### src/cps_pkg.sv
// Purpose: Shared constants for the current and power scaling backend
// Assumes: 50 MHz pclk, APB register access with 32-bit data
// Notes: Conversion times are kept in microseconds, counts derived below
package cps_pkg;

  // Clock rate, used to turn microseconds into pclk cycles
  localparam int unsigned CLK_MHZ = 50;

  // Register byte offsets
  localparam logic [7:0] ADDR_CONFIG = 8'h00;
  localparam logic [7:0] ADDR_SHUNT_CAL = 8'h04;
  localparam logic [7:0] ADDR_SHUNT_RES = 8'h08;
  localparam logic [7:0] ADDR_RAIL_RES = 8'h0C;
  localparam logic [7:0] ADDR_CURRENT = 8'h10;
  localparam logic [7:0] ADDR_POWER = 8'h14;
  localparam logic [7:0] ADDR_STATUS = 8'h18;

  // Configuration field positions
  localparam int unsigned CFG_RANGE_BIT = 0;
  localparam int unsigned CFG_CONV_LSB = 1;
  localparam int unsigned CFG_AVG_LSB = 4;
  localparam int unsigned SEL_W = 3;
  localparam logic [6:0] CFG_RESET = 7'h00;
  localparam logic [15:0] CAL_RESET = 16'h0000;

  // Conversion times in microseconds, selected by the conversion field
  localparam int unsigned CONV_US [8] = '{50, 84, 150, 280, 540, 1052, 2074, 4120};
  localparam int unsigned TIMER_W = 18;

  // Averaging counts 1,4,16,64,128,256,512,1024 as shift amounts
  localparam int unsigned AVG_SHIFT [8] = '{0, 2, 4, 6, 7, 8, 9, 10};
  localparam int unsigned CNT_W = 11;
  localparam int unsigned ACC_W = 26;

  // Arithmetic scaling: current = shunt * 4096 / cal, power = |cur| * rail / 64
  localparam int unsigned CUR_SHIFT = 12;
  localparam int unsigned PWR_SHIFT = 6;
  localparam int unsigned DIV_W = 29;
  localparam logic [15:0] CUR_POS_MAX = 16'h7FFF;
  localparam logic [15:0] CUR_NEG_MIN = 16'h8000;
  localparam logic [23:0] PWR_MAX = 24'hFFFFFF;

  // Result sequencer states
  typedef enum logic [2:0] {
    CPS_IDLE = 3'b001,
    CPS_DIVIDE = 3'b010,
    CPS_POWER = 3'b100
  } cps_state_t;

endpackage

### src/cps_divider.sv
// Purpose: Sequential unsigned restoring divider for the current scaling
// Assumes: Divisor nonzero; caller handles the zero case and the signs
// Notes: One quotient bit per clock, done pulses once after DIV_W cycles
`timescale 1ns/100ps
module cps_divider (
  input wire logic pclk,
  input wire logic presetn,
  input wire logic start,
  input wire logic [cps_pkg::DIV_W-1:0] dividend,
  input wire logic [15:0] divisor,
  output logic done,
  output logic [cps_pkg::DIV_W-1:0] quotient
);

  logic [16:0] rem;
  logic [15:0] dvs;
  logic [5:0] cnt;
  logic busy;
  logic [16:0] shifted;
  logic [17:0] diff;

  // Trial subtraction of the divisor from the shifted remainder
  always_comb begin
    shifted = {rem[15:0], quotient[cps_pkg::DIV_W-1]};
    diff = {1'b0, shifted} - {2'b00, dvs};
  end

  // Iteration control and done pulse
  always_ff @(posedge pclk or negedge presetn) begin
    if (!presetn) begin
      cnt <= 6'h00;
      busy <= 1'b0;
      done <= 1'b0;
    end else begin
      done <= 1'b0;
      if (start) begin
        cnt <= 6'(cps_pkg::DIV_W);
        busy <= 1'b1;
      end else if (busy) begin
        cnt <= cnt - 6'h01;
        if (cnt == 6'h01) begin
          busy <= 1'b0;
          done <= 1'b1;
        end
      end
    end
  end

  // Remainder and quotient shift register
  always_ff @(posedge pclk or negedge presetn) begin
    if (!presetn) begin
      rem <= 17'h00000;
      dvs <= 16'h0000;
      quotient <= '0;
    end else if (start) begin
      rem <= 17'h00000;
      dvs <= divisor;
      quotient <= dividend;
    end else if (busy) begin
      rem <= diff[17] ? shifted : diff[16:0]; // Restore on borrow
      quotient <= {quotient[cps_pkg::DIV_W-2:0], ~diff[17]};
    end
  end

endmodule // cps_divider

### src/cps_top.sv
// Purpose: Current and power scaling backend of a shunt power monitor
// Assumes: Converter codes arrive on pclk, valid when a conversion ends
// Notes: APB slave with zero wait states; unmapped addresses answer pslverr
`timescale 1ns/100ps
module cps_top #(
  parameter int unsigned CONV_CYCLES [8] = '{
    cps_pkg::CONV_US[0] * cps_pkg::CLK_MHZ, cps_pkg::CONV_US[1] * cps_pkg::CLK_MHZ,
    cps_pkg::CONV_US[2] * cps_pkg::CLK_MHZ, cps_pkg::CONV_US[3] * cps_pkg::CLK_MHZ,
    cps_pkg::CONV_US[4] * cps_pkg::CLK_MHZ, cps_pkg::CONV_US[5] * cps_pkg::CLK_MHZ,
    cps_pkg::CONV_US[6] * cps_pkg::CLK_MHZ, cps_pkg::CONV_US[7] * cps_pkg::CLK_MHZ}
) (
  input wire logic pclk,
  input wire logic presetn,
  input wire logic psel,
  input wire logic penable,
  input wire logic pwrite,
  input wire logic [7:0] paddr,
  input wire logic [31:0] pwdata,
  output logic [31:0] prdata,
  output logic pready,
  output logic pslverr,
  input wire logic [15:0] adc_shunt_code,
  input wire logic [15:0] adc_rail_code,
  output logic conv_start,
  output logic input_range_select
);

  logic [6:0] config_reg;
  logic [15:0] shunt_cal;
  logic [15:0] shunt_voltage_result;
  logic [15:0] supply_rail_voltage_result;
  logic [15:0] current_result;
  logic [23:0] power_result;
  logic [15:0] update_count;
  logic [cps_pkg::TIMER_W-1:0] conv_timer;
  logic [cps_pkg::CNT_W-1:0] sample_cnt;
  logic signed [cps_pkg::ACC_W-1:0] shunt_acc;
  logic [cps_pkg::ACC_W-1:0] rail_acc;
  logic mean_ready;
  logic signed [15:0] mean_shunt;
  logic [15:0] mean_rail;
  cps_pkg::cps_state_t state;
  logic div_start;
  logic div_done;
  logic [cps_pkg::DIV_W-1:0] div_dividend;
  logic [cps_pkg::DIV_W-1:0] div_quotient;
  logic [15:0] div_divisor;
  logic cur_negative;
  logic [15:0] cur_calc;
  logic [15:0] cur_mag;
  logic [31:0] pwr_product;
  logic [25:0] pwr_scaled;
  logic apb_write;
  logic addr_ok;
  logic cfg_write;
  logic [2:0] conv_sel;
  logic [2:0] avg_sel;
  logic conv_end;
  logic [cps_pkg::CNT_W-1:0] avg_count;
  logic signed [cps_pkg::ACC_W-1:0] next_shunt_acc;
  logic [cps_pkg::ACC_W-1:0] next_rail_acc;
  logic signed [cps_pkg::ACC_W-1:0] shunt_shifted;
  logic [cps_pkg::ACC_W-1:0] rail_shifted;
  logic [16:0] shunt_mag;

  // Address decode behind the error answer
  // Reads of unmapped words return zero; writes there are dropped
  function automatic logic addr_mapped(input logic [7:0] a);
    addr_mapped = (a == cps_pkg::ADDR_CONFIG) || (a == cps_pkg::ADDR_SHUNT_CAL) ||
                  (a == cps_pkg::ADDR_SHUNT_RES) || (a == cps_pkg::ADDR_RAIL_RES) ||
                  (a == cps_pkg::ADDR_CURRENT) || (a == cps_pkg::ADDR_POWER) ||
                  (a == cps_pkg::ADDR_STATUS);
  endfunction

  // Access-phase qualifiers; the slave never inserts wait states
  always_comb begin
    apb_write = psel && penable && pwrite;
    addr_ok = addr_mapped(paddr);
    cfg_write = apb_write && (paddr == cps_pkg::ADDR_CONFIG);
    conv_sel = config_reg[cps_pkg::CFG_CONV_LSB +: cps_pkg::SEL_W];
    avg_sel = config_reg[cps_pkg::CFG_AVG_LSB +: cps_pkg::SEL_W];
    avg_count = cps_pkg::CNT_W'(1) << cps_pkg::AVG_SHIFT[avg_sel];
  end

  // Writable registers
  always_ff @(posedge pclk or negedge presetn) begin
    if (!presetn) begin
      config_reg <= cps_pkg::CFG_RESET;
      shunt_cal <= cps_pkg::CAL_RESET;
    end else if (apb_write) begin
      if (paddr == cps_pkg::ADDR_CONFIG) begin
        config_reg <= pwdata[6:0];
      end else if (paddr == cps_pkg::ADDR_SHUNT_CAL) begin
        shunt_cal <= pwdata[15:0];
      end
    end
  end

  // Read data and response, registered so every bus output is a flop
  always_ff @(posedge pclk or negedge presetn) begin
    if (!presetn) begin
      prdata <= 32'h00000000;
      pready <= 1'b0;
      pslverr <= 1'b0;
    end else begin
      pready <= psel && !penable; // Ready in the access phase
      pslverr <= psel && !penable && !addr_ok;
      prdata <= 32'h00000000;
      if (psel && !penable && !pwrite) begin
        if (paddr == cps_pkg::ADDR_CONFIG) begin
          prdata <= {25'h0000000, config_reg};
        end else if (paddr == cps_pkg::ADDR_SHUNT_CAL) begin
          prdata <= {16'h0000, shunt_cal};
        end else if (paddr == cps_pkg::ADDR_SHUNT_RES) begin
          prdata <= {16'h0000, shunt_voltage_result};
        end else if (paddr == cps_pkg::ADDR_RAIL_RES) begin
          prdata <= {16'h0000, supply_rail_voltage_result};
        end else if (paddr == cps_pkg::ADDR_CURRENT) begin
          prdata <= {16'h0000, current_result};
        end else if (paddr == cps_pkg::ADDR_POWER) begin
          prdata <= {8'h00, power_result};
        end else if (paddr == cps_pkg::ADDR_STATUS) begin
          prdata <= {15'h0000, state != cps_pkg::CPS_IDLE, update_count};
        end
      end
    end
  end

  // Range select drives the front end; the scaling stays 4096/cal in both
  always_ff @(posedge pclk or negedge presetn) begin
    if (!presetn) begin
      input_range_select <= 1'b0;
    end else begin
      input_range_select <= config_reg[cps_pkg::CFG_RANGE_BIT];
    end
  end

  // Conversion timer; a configuration write restarts the period
  // A restart while a start pulse stands reuses that pulse, so starts stay single
  always_comb begin
    conv_end = (conv_timer == cps_pkg::TIMER_W'(CONV_CYCLES[conv_sel] - 1));
  end

  always_ff @(posedge pclk or negedge presetn) begin
    if (!presetn) begin
      conv_timer <= '0;
      conv_start <= 1'b0;
    end else begin
      conv_start <= 1'b0;
      if (cfg_write || conv_end) begin
        conv_timer <= '0;
        conv_start <= !conv_start; // One pulse even when a restart meets a start
      end else begin
        conv_timer <= conv_timer + cps_pkg::TIMER_W'(1);
      end
    end
  end

  // Accumulate conversion codes over the averaging period
  always_comb begin
    next_shunt_acc = shunt_acc + cps_pkg::ACC_W'(signed'(adc_shunt_code));
    next_rail_acc = rail_acc + cps_pkg::ACC_W'(adc_rail_code);
    shunt_shifted = next_shunt_acc >>> cps_pkg::AVG_SHIFT[avg_sel];
    rail_shifted = next_rail_acc >> cps_pkg::AVG_SHIFT[avg_sel];
  end

  // Mean taken once per averaging period; a count of one passes codes through
  always_ff @(posedge pclk or negedge presetn) begin
    if (!presetn) begin
      shunt_acc <= '0;
      rail_acc <= '0;
      sample_cnt <= '0;
      mean_ready <= 1'b0;
      mean_shunt <= 16'sh0000;
      mean_rail <= 16'h0000;
    end else begin
      mean_ready <= 1'b0;
      if (cfg_write) begin
        shunt_acc <= '0; // Partial period dropped on a setting change
        rail_acc <= '0;
        sample_cnt <= '0;
      end else if (conv_end) begin
        if (sample_cnt == avg_count - cps_pkg::CNT_W'(1)) begin
          shunt_acc <= '0;
          rail_acc <= '0;
          sample_cnt <= '0;
          mean_shunt <= shunt_shifted[15:0];
          mean_rail <= rail_shifted[15:0];
          mean_ready <= 1'b1;
        end else begin
          shunt_acc <= next_shunt_acc;
          rail_acc <= next_rail_acc;
          sample_cnt <= sample_cnt + cps_pkg::CNT_W'(1);
        end
      end
    end
  end

  // Divider feed: magnitude of the shunt code scaled by 4096
  always_comb begin
    shunt_mag = mean_shunt[15] ? 17'(-{mean_shunt[15], mean_shunt}) : {1'b0, mean_shunt};
    div_dividend = cps_pkg::DIV_W'(shunt_mag) << cps_pkg::CUR_SHIFT;
  end

  cps_divider u_divider (
    .pclk(pclk),
    .presetn(presetn),
    .start(div_start),
    .dividend(div_dividend),
    .divisor(div_divisor),
    .done(div_done),
    .quotient(div_quotient)
  );

  // Signed current from the quotient, clamped to 16 bits
  always_comb begin
    if (cur_negative) begin
      if (div_quotient >= cps_pkg::DIV_W'(cps_pkg::CUR_NEG_MIN)) begin
        cur_calc = cps_pkg::CUR_NEG_MIN;
      end else begin
        cur_calc = 16'(-div_quotient[15:0]);
      end
    end else if (div_quotient > cps_pkg::DIV_W'(cps_pkg::CUR_POS_MAX)) begin
      cur_calc = cps_pkg::CUR_POS_MAX;
    end else begin
      cur_calc = div_quotient[15:0];
    end
    cur_mag = current_result[15] ? 16'(-current_result) : current_result;
    pwr_product = cur_mag * supply_rail_voltage_result;
    pwr_scaled = pwr_product[31:cps_pkg::PWR_SHIFT];
  end

  // Result sequencer: latch results, divide, then form power
  always_ff @(posedge pclk or negedge presetn) begin
    if (!presetn) begin
      state <= cps_pkg::CPS_IDLE;
      div_start <= 1'b0;
      div_divisor <= 16'h0000;
      cur_negative <= 1'b0;
      shunt_voltage_result <= 16'h0000;
      supply_rail_voltage_result <= 16'h0000;
      current_result <= 16'h0000;
      power_result <= 24'h000000;
      update_count <= 16'h0000;
    end else begin
      div_start <= 1'b0;
      case (state)
        cps_pkg::CPS_IDLE: begin
          if (mean_ready) begin
            shunt_voltage_result <= mean_shunt;
            supply_rail_voltage_result <= mean_rail;
            cur_negative <= mean_shunt[15];
            div_divisor <= shunt_cal;
            if (shunt_cal == cps_pkg::CAL_RESET) begin
              current_result <= 16'h0000;
              state <= cps_pkg::CPS_POWER;
            end else begin
              div_start <= 1'b1;
              state <= cps_pkg::CPS_DIVIDE;
            end
          end
        end
        cps_pkg::CPS_DIVIDE: begin
          if (div_done) begin
            current_result <= cur_calc;
            state <= cps_pkg::CPS_POWER;
          end
        end
        cps_pkg::CPS_POWER: begin
          if (pwr_scaled > 26'(cps_pkg::PWR_MAX)) begin
            power_result <= cps_pkg::PWR_MAX;
          end else begin
            power_result <= pwr_scaled[23:0];
          end
          update_count <= update_count + 16'h0001;
          state <= cps_pkg::CPS_IDLE;
        end
        default: begin
          state <= cps_pkg::CPS_IDLE;
        end
      endcase
    end
  end

endmodule // cps_top

### config.mk
export PLATFORM = sky130hd
export DESIGN_NAME = cps_top
export DESIGN_NICKNAME = d
export VERILOG_FILES = /design/src/cps_pkg.sv /design/src/cps_divider.sv /design/src/cps_top.sv
export SDC_FILE = /design/constraint.sdc
export NUM_CORES = 1
export LEC_CHECK = 0
export BUFFER_PORTS_ARGS = -buffer_cell sky130_fd_sc_hd__buf_4
export CORE_MARGIN = 5
export CORE_UTILIZATION = 55
export CTS_CLUSTER_DIAMETER = 30
export DETAILED_ROUTE_END_ITERATION = 10
export PLACE_DENSITY = 0.7
export SYNTH_ARGS = -nofsm -noshare
export SYNTH_HDL_FRONTEND = slang
export SYNTH_SLANG_ARGS = --single-unit
### constraint.sdc
create_clock -name pclk -period 22.4 [get_ports pclk]
set_clock_uncertainty 0.1 [all_clocks]
set_input_delay 2.24 -clock pclk [delete_from_list [all_inputs] [get_ports pclk]]
set_output_delay 2.24 -clock pclk [all_outputs]
set_load 0.01 [all_outputs]
* Word-level counts from Yosys, hierarchy flattened *
Memories as Yosys holds them, arrays and structs flattened.
Cells that the tools add are included.

word-level totals
  memory bits (writable) = 0
  input bits = 77
  output and inout bits = 36
  bits in registers = 351
  bits in latches = 0
  ROM bits = 512
  logic and storage cells = 157
  memories = 2

memories
  name             words  width  read ports  clocked after memory_dff  wr ports  RTL line        RTL
  (no name shown)  8      32     1           0                         0         cps_top.sv:164  rail_shifted = next_rail_acc >> cps_pkg::AVG_SHIFT[avg_sel];
  (no name shown)  8      32     1           0                         0         cps_top.sv:141  conv_end = (conv_timer == cps_pkg::TIMER_W'(CONV_CYCLES[conv_sel] - 1));

cells by class
  reduce and logical (&&, ||, !) cells = 28
  shift-type cells = 3
  mux-type cells = 56
  multipliers = 1
  add/subtract/negate cells = 12
  equal/unequal tests = 16
  bitwise operators = 5
  order comparisons = 5
  divide/modulo/power cells = 0

operators by type and width
  kind                     number
  $mux W24                 8
  $mux W16                 10
  $mux W26                 6
  $mux W32                 2
  $mux W29                 2
  $mux W18                 3
  $add A26 B16 Y26         2
  $mux W17                 2
  $mux W11                 3
  $mul A16 B16 Y32         1
  $neg A16 Y16             2
  $pmux W16 S2             1
  $shl A1 B32 Y11 const A  1
  $shr A26 B32 Y16         1
  $sshr A26 B32 Y16        1
  $ge A29 B16 Y1 const B   1
  $gt A29 B15 Y1 const B   1
  $gt A26 B24 Y1 const B   1
  $eq A8 B5 Y1 const B     3
  $add A18 B1 Y18 const B  1
  $eq A18 B18 Y1           1
  $sub A17 B16 Y18         1
  $sub A18 B1 Y18 const B  1
  $neg A17 Y17             1
  30 further kinds         70

* Depth between registers and ports, before layout *
  depth in word-level cells = 10
  mapped depth = 31
  gate-level depth less buffers = 30

* Cells and area by module *
A second synthesis with hierarchy kept.

second synthesis, totals
  cell total of the unflattened synthesis = 3379
  area total of the unflattened synthesis = 29896.2 sq um

modules (own cells, without submodules)
  module       seq. area each (sq um)  cells each  times used  area each (sq um)
  cps_top      6832.8                  2963        1           26047.5
  cps_divider  1726.7                  416         1           3848.7

* Worst setup path after synthesis *
OpenSTA, ideal clock, no wires.

  kind = flip-flop to flip-flop
  from = reg current_result[2]
  to = reg power_result[10]
  data required time = 22.179 ns
  clock period less this slack = 8.504 ns
  setup time = 0.121 ns
  path slack = 13.896 ns
  data arrival time = 8.283 ns
  path buffers = 2
  cell stages (with the launch flop) = 28
  path through = dfrtp_1 > or3_1 > or3b_2 > or3_1 > or3_1 > nor4b_1 > clkbuf_1 > nand2_1 > fa_1 > fa_1 > inv_1 > fa_1 > fa_1 > fa_1 > inv_1 > fa_1 > inv_1 > ha_1 > a21o_1 > a21oi_1 > nor2b_1 > a31oi_1 > a31o_2 > a21oi_1 > o21ai_0 > a2111o_1 > buf_2 > o22a_1

between the ends
  cells in the longest elaborated chain, start to end = 5

ends and longest elaborated chain
  what                    RTL line        RTL
  start, declared         cps_top.sv:32   logic [15:0] current_result;
  start signal, assigned  cps_top.sv:265  current_result <= cur_calc;
  $neg A16 Y16            cps_top.sv:228  cur_mag = current_result[15] ? 16'(-current_result) : current_result;
  $mux W16 *              cps_top.sv:228
  $mul A16 B16 Y32 *      cps_top.sv:229  pwr_product = cur_mag * supply_rail_voltage_result;
  $gt A26 B24 Y1          cps_top.sv:270  if (pwr_scaled > 26'(cps_pkg::PWR_MAX)) begin
  $mux W24 *              cps_top.sv:270
  end signal, assigned    cps_top.sv:271  power_result <= cps_pkg::PWR_MAX;
  end signal, assigned    cps_top.sv:273  power_result <= pwr_scaled[23:0];
  end, declared           cps_top.sv:33   logic [23:0] power_result;

Every way passes the cells marked *; elsewhere a longest branch is shown, timed or not.
A chain may end at the register's enable or synchronous reset.

* Worst setup path after layout *
  from = reg current_result[0]
  to = reg power_result[6]

The elaborated chain is that of the path after synthesis.

==> impl_metrics.env <==
export IMPL_r2r_cells=26
export IMPL_dr_pass1_iters=6
export IMPL_swShare=0.257
export IMPL_period_share=0.441
export IMPL_syn_cell_area_um2=29300
export IMPL_synth_edf_count=0
export IMPL_synthCells=3267
export IMPL_combPwrFrac=0.112
export IMPL_top_register="u_divider.quotient"
export IMPL_largest_reg_flops=29
export IMPL_crit_fanout=24
export IMPL_synth_seq_cells=342
export IMPL_fin_util=0.626
export IMPL_yosys_area_top_type="dfrtp_1"
export IMPL_synth_ff_type="dfrtp_1"
export IMPL_yosysSeqAreaShare=0.292
export IMPL_setup_viol=0
export IMPL_area_growth_pct=12.4
export IMPL_endpoint="power_result[6]$_DFFE_PN0N_"
export IMPL_grtUsageTotal=0.280
export IMPL_timing_rr_start="current_result[0]$_DFFE_PN0P_"
export IMPL_ioPinCount=113
export IMPL_port_buffers=88
export IMPL_p_int_mw=1.44
export IMPL_stdcell_count=4023
export IMPL_yosysMostFrequentCell="nand2_1"
export IMPL_critPathKind="register to register"
export IMPL_hold_path_class="register to register"
export IMPL_slew_headroom=0.210
export IMPL_initial_core_util=0.557
export IMPL_ctsResizeCount=0
export IMPL_tns_ns=0
export IMPL_power_density_nw_per_um2=58.7
export IMPL_num_vias=24081
export IMPL_grt_pass1_wl_um=132000
export IMPL_clkPwrFrac=0.556
export IMPL_postCtsHoldBufs=0
export IMPL_cts_setup_buffers=0
export IMPL_synth_area_per_cell_um2=8.98
export IMPL_nFillCells=4424
export IMPL_gp_congestion=0.962
export IMPL_insertion_delay_ns=0.58
export IMPL_switchingPower_uw=497
export IMPL_p_leak_nw=15.8
export IMPL_cap_violations=0
export IMPL_worst_setup_path_end_kind="register"
export IMPL_antenna_found_initial=2
export IMPL_p_seq_frac=0.332
export IMPL_critical_path_required_ns=22.76
export IMPL_clk_path_buf_depth=3
export IMPL_dieArea_um2=58000
export IMPL_ys_top_cells_by_count="nand2_1, dfrtp_1, inv_1, o21ai_0, nor2_1"
export IMPL_hold_violations=0
export IMPL_rrSetupSlack_ns=12.52
export IMPL_netlist_top_cells_area="dfrtp_1, fa_1, ha_1"
export IMPL_r2r_end="power_result[6]$_DFFE_PN0N_"
export IMPL_routed_wl_um=80400
export IMPL_cts_tree="yes"
export IMPL_yosys_warnings=0
export IMPL_coreArea_um2=52700
export IMPL_clk_pin_slew_worst_paths_ns=0.05
export IMPL_die_x_um=241
export IMPL_nets=3724
export IMPL_cts_sinks=342
export IMPL_dpl_hpwl_um=58400
export IMPL_grt_pass1_vias=24935
export IMPL_dp_cells=3892
export IMPL_worst_pin_slew_ns=1.17
export IMPL_detail_route_wl_per_cell_um=20.0
export IMPL_clock_tree_root_cell="clkbuf_16"
export IMPL_drtIter0Drc=1763
export IMPL_antenna_cells=0
export IMPL_antenna_left=0
export IMPL_vdd_ir_drop_max_v=0.0000672
export IMPL_cp_startpoint="current_result[0]$_DFFE_PN0P_"
export IMPL_drive_above_1_share=0.111
export IMPL_fin_crit_ns=9.88
export IMPL_via_per_inst=5.99
export IMPL_cts_max_level=3
export IMPL_drv_slew=0
export IMPL_numCtsBuffers=72
export IMPL_globalRouteOverflowTotal=0
export IMPL_reg_largest_list="u_divider.quotient: 29 flops, rail_acc: 26 flops, shunt_acc: 26 flops"
export IMPL_ys_async_sr_fraction=1.00
export IMPL_netlist_area_leader_share=0.291
export IMPL_worst_ep_arrival_time_ns=10.24
export IMPL_die_y_um=241
export IMPL_grt_max_degree=168
export IMPL_start_kind="register"
export IMPL_ys_types=93
export IMPL_status="finished clean"
export IMPL_drc=0
export IMPL_num_rows=84
export IMPL_fmax_mhz=101
export IMPL_rsz0062_at_grt="no"
==> layout make-up <==
class | instances | area, µm² | share of cell area
clock buffers | 94 | 2050 | 0.0622
clock inverters | 37 | 433 | 0.0131
inverters | 290 | 1090 | 0.0330
multi-input cells | 2456 | 19100 | 0.579
flip-flops and latches | 342 | 8560 | 0.260
well taps | 688 | 861 | 0.0261
repair buffers | 116 | 891 | 0.0270
==> placed cells by master, fill, tap and decap left out, types with 29 or more instances in the layout <==
| cell | Yosys | layout |
|---|---|---|
| and2_1 | 135 | 134 |
| nand2b_1 | 49 | 49 |
| nor3_1 | 42 | 42 |
| buf_4 | 8 | 114 |
| dfrtp_1 | 341 | 339 |
| fa_1 | 196 | 196 |
| xnor2_1 | 106 | 98 |
| clkbuf_16 | 0 | 76 |
| a21oi_1 | 113 | 113 |
| o21ai_0 | 218 | 218 |
| and3_1 | 34 | 34 |
| a21o_1 | 40 | 40 |
| inv_1 | 287 | 287 |
| nor2_1 | 201 | 200 |
| nand2_1 | 413 | 412 |
| ha_1 | 173 | 173 |
| a211oi_1 | 29 | 29 |
| mux2_2 | 81 | 81 |
| o31ai_1 | 29 | 29 |
| xor2_1 | 65 | 65 |
| mux2i_1 | 76 | 76 |
| nand3_1 | 52 | 52 |
==> kinds of logic after synthesis <==
kind of cell / after synthesis / share of synthesized area
AND/OR/NAND/NOR: 1071 / 0.175
AO/OA/AOI/OAI: 673 / 0.150
buffers and inverters: 476 / 0.0625
adder cells (fa/ha/maj): 369 / 0.208
flip-flops: 342 / 0.292
XOR/XNOR: 171 / 0.0511
multiplexers: 163 / 0.0613
other: 2 / 0.000256
==> layer usage <==
metal / up-vias / global-route usage / part of all wire
li1: 11181 / - / -
met4: 2 / 0.110 / 0.036
met1: 11953 / 0.363 / 0.41
met3: 195 / 0.0526 / 0.063
met2: 750 / 0.467 / 0.49
met5: - / 0 / 0.00016
==> critical path, cell delays in order (launching register included) <==
cell and delay [ns]:
dfrtp_1 0.60, or3_1 0.45, or3b_2 0.50, or3_1 0.35
or3_1 0.38, o31ai_1 0.35, xnor2_2 0.42, nand2_1 0.19
fa_1 0.55, fa_1 0.51, inv_1 0.06, fa_1 0.52
fa_1 0.44, fa_1 0.55, inv_1 0.06, fa_1 0.55
inv_1 0.05, ha_1 0.33, a21o_1 0.18, a21oi_1 0.30
nor2b_1 0.21, a31oi_1 0.19, a31o_2 0.33, a21oi_1 0.27
o21ai_0 0.14, a2111o_1 0.81, o22a_1 0.34
==> worst min path at each step <==
stage                     depth (start not counted)                       from  slack [ns]                           end
after global placement                            0  config_reg[0]$_DFFE_PN0P_        0.32  input_range_select$_DFF_PN0_
after detailed placement                          1       conv_start$_DFF_PN0_        0.32          conv_start$_DFF_PN0_
after global routing                              0  config_reg[0]$_DFFE_PN0P_        0.35  input_range_select$_DFF_PN0_
final                                             1       conv_start$_DFF_PN0_        0.33          conv_start$_DFF_PN0_
after CTS                                         1       conv_start$_DFF_PN0_        0.33          conv_start$_DFF_PN0_
after floorplan                                   0  config_reg[0]$_DFFE_PN0P_        0.27  input_range_select$_DFF_PN0_
==> power by group through the flow <==
stage               combinational [mW]  sequential (mW)  clock [mW]
floorplan                        0.147            0.649           0
global placement                 0.210            0.653           0
detailed placement               0.213            0.653           0
CTS                              0.214            0.643        1.09
global route                     0.240            0.645        1.12
finish                           0.216            0.644        1.08
==> stage by stage <==
step           setup slack [ns]  power [mW]  hold WS (ns)  area (µm²)
5_1_grt                   12.05        2.01         0.355       33000
4_1_cts                   12.50        1.95         0.328       33000
6_report                  12.52        1.94         0.326       33000
3_5_place_dp              12.54       0.866         0.318       30500
3_3_place_gp              12.74       0.862         0.317       30500
2_1_floorplan             13.90       0.796         0.274       29400
(Power assumes the default switching activity.)
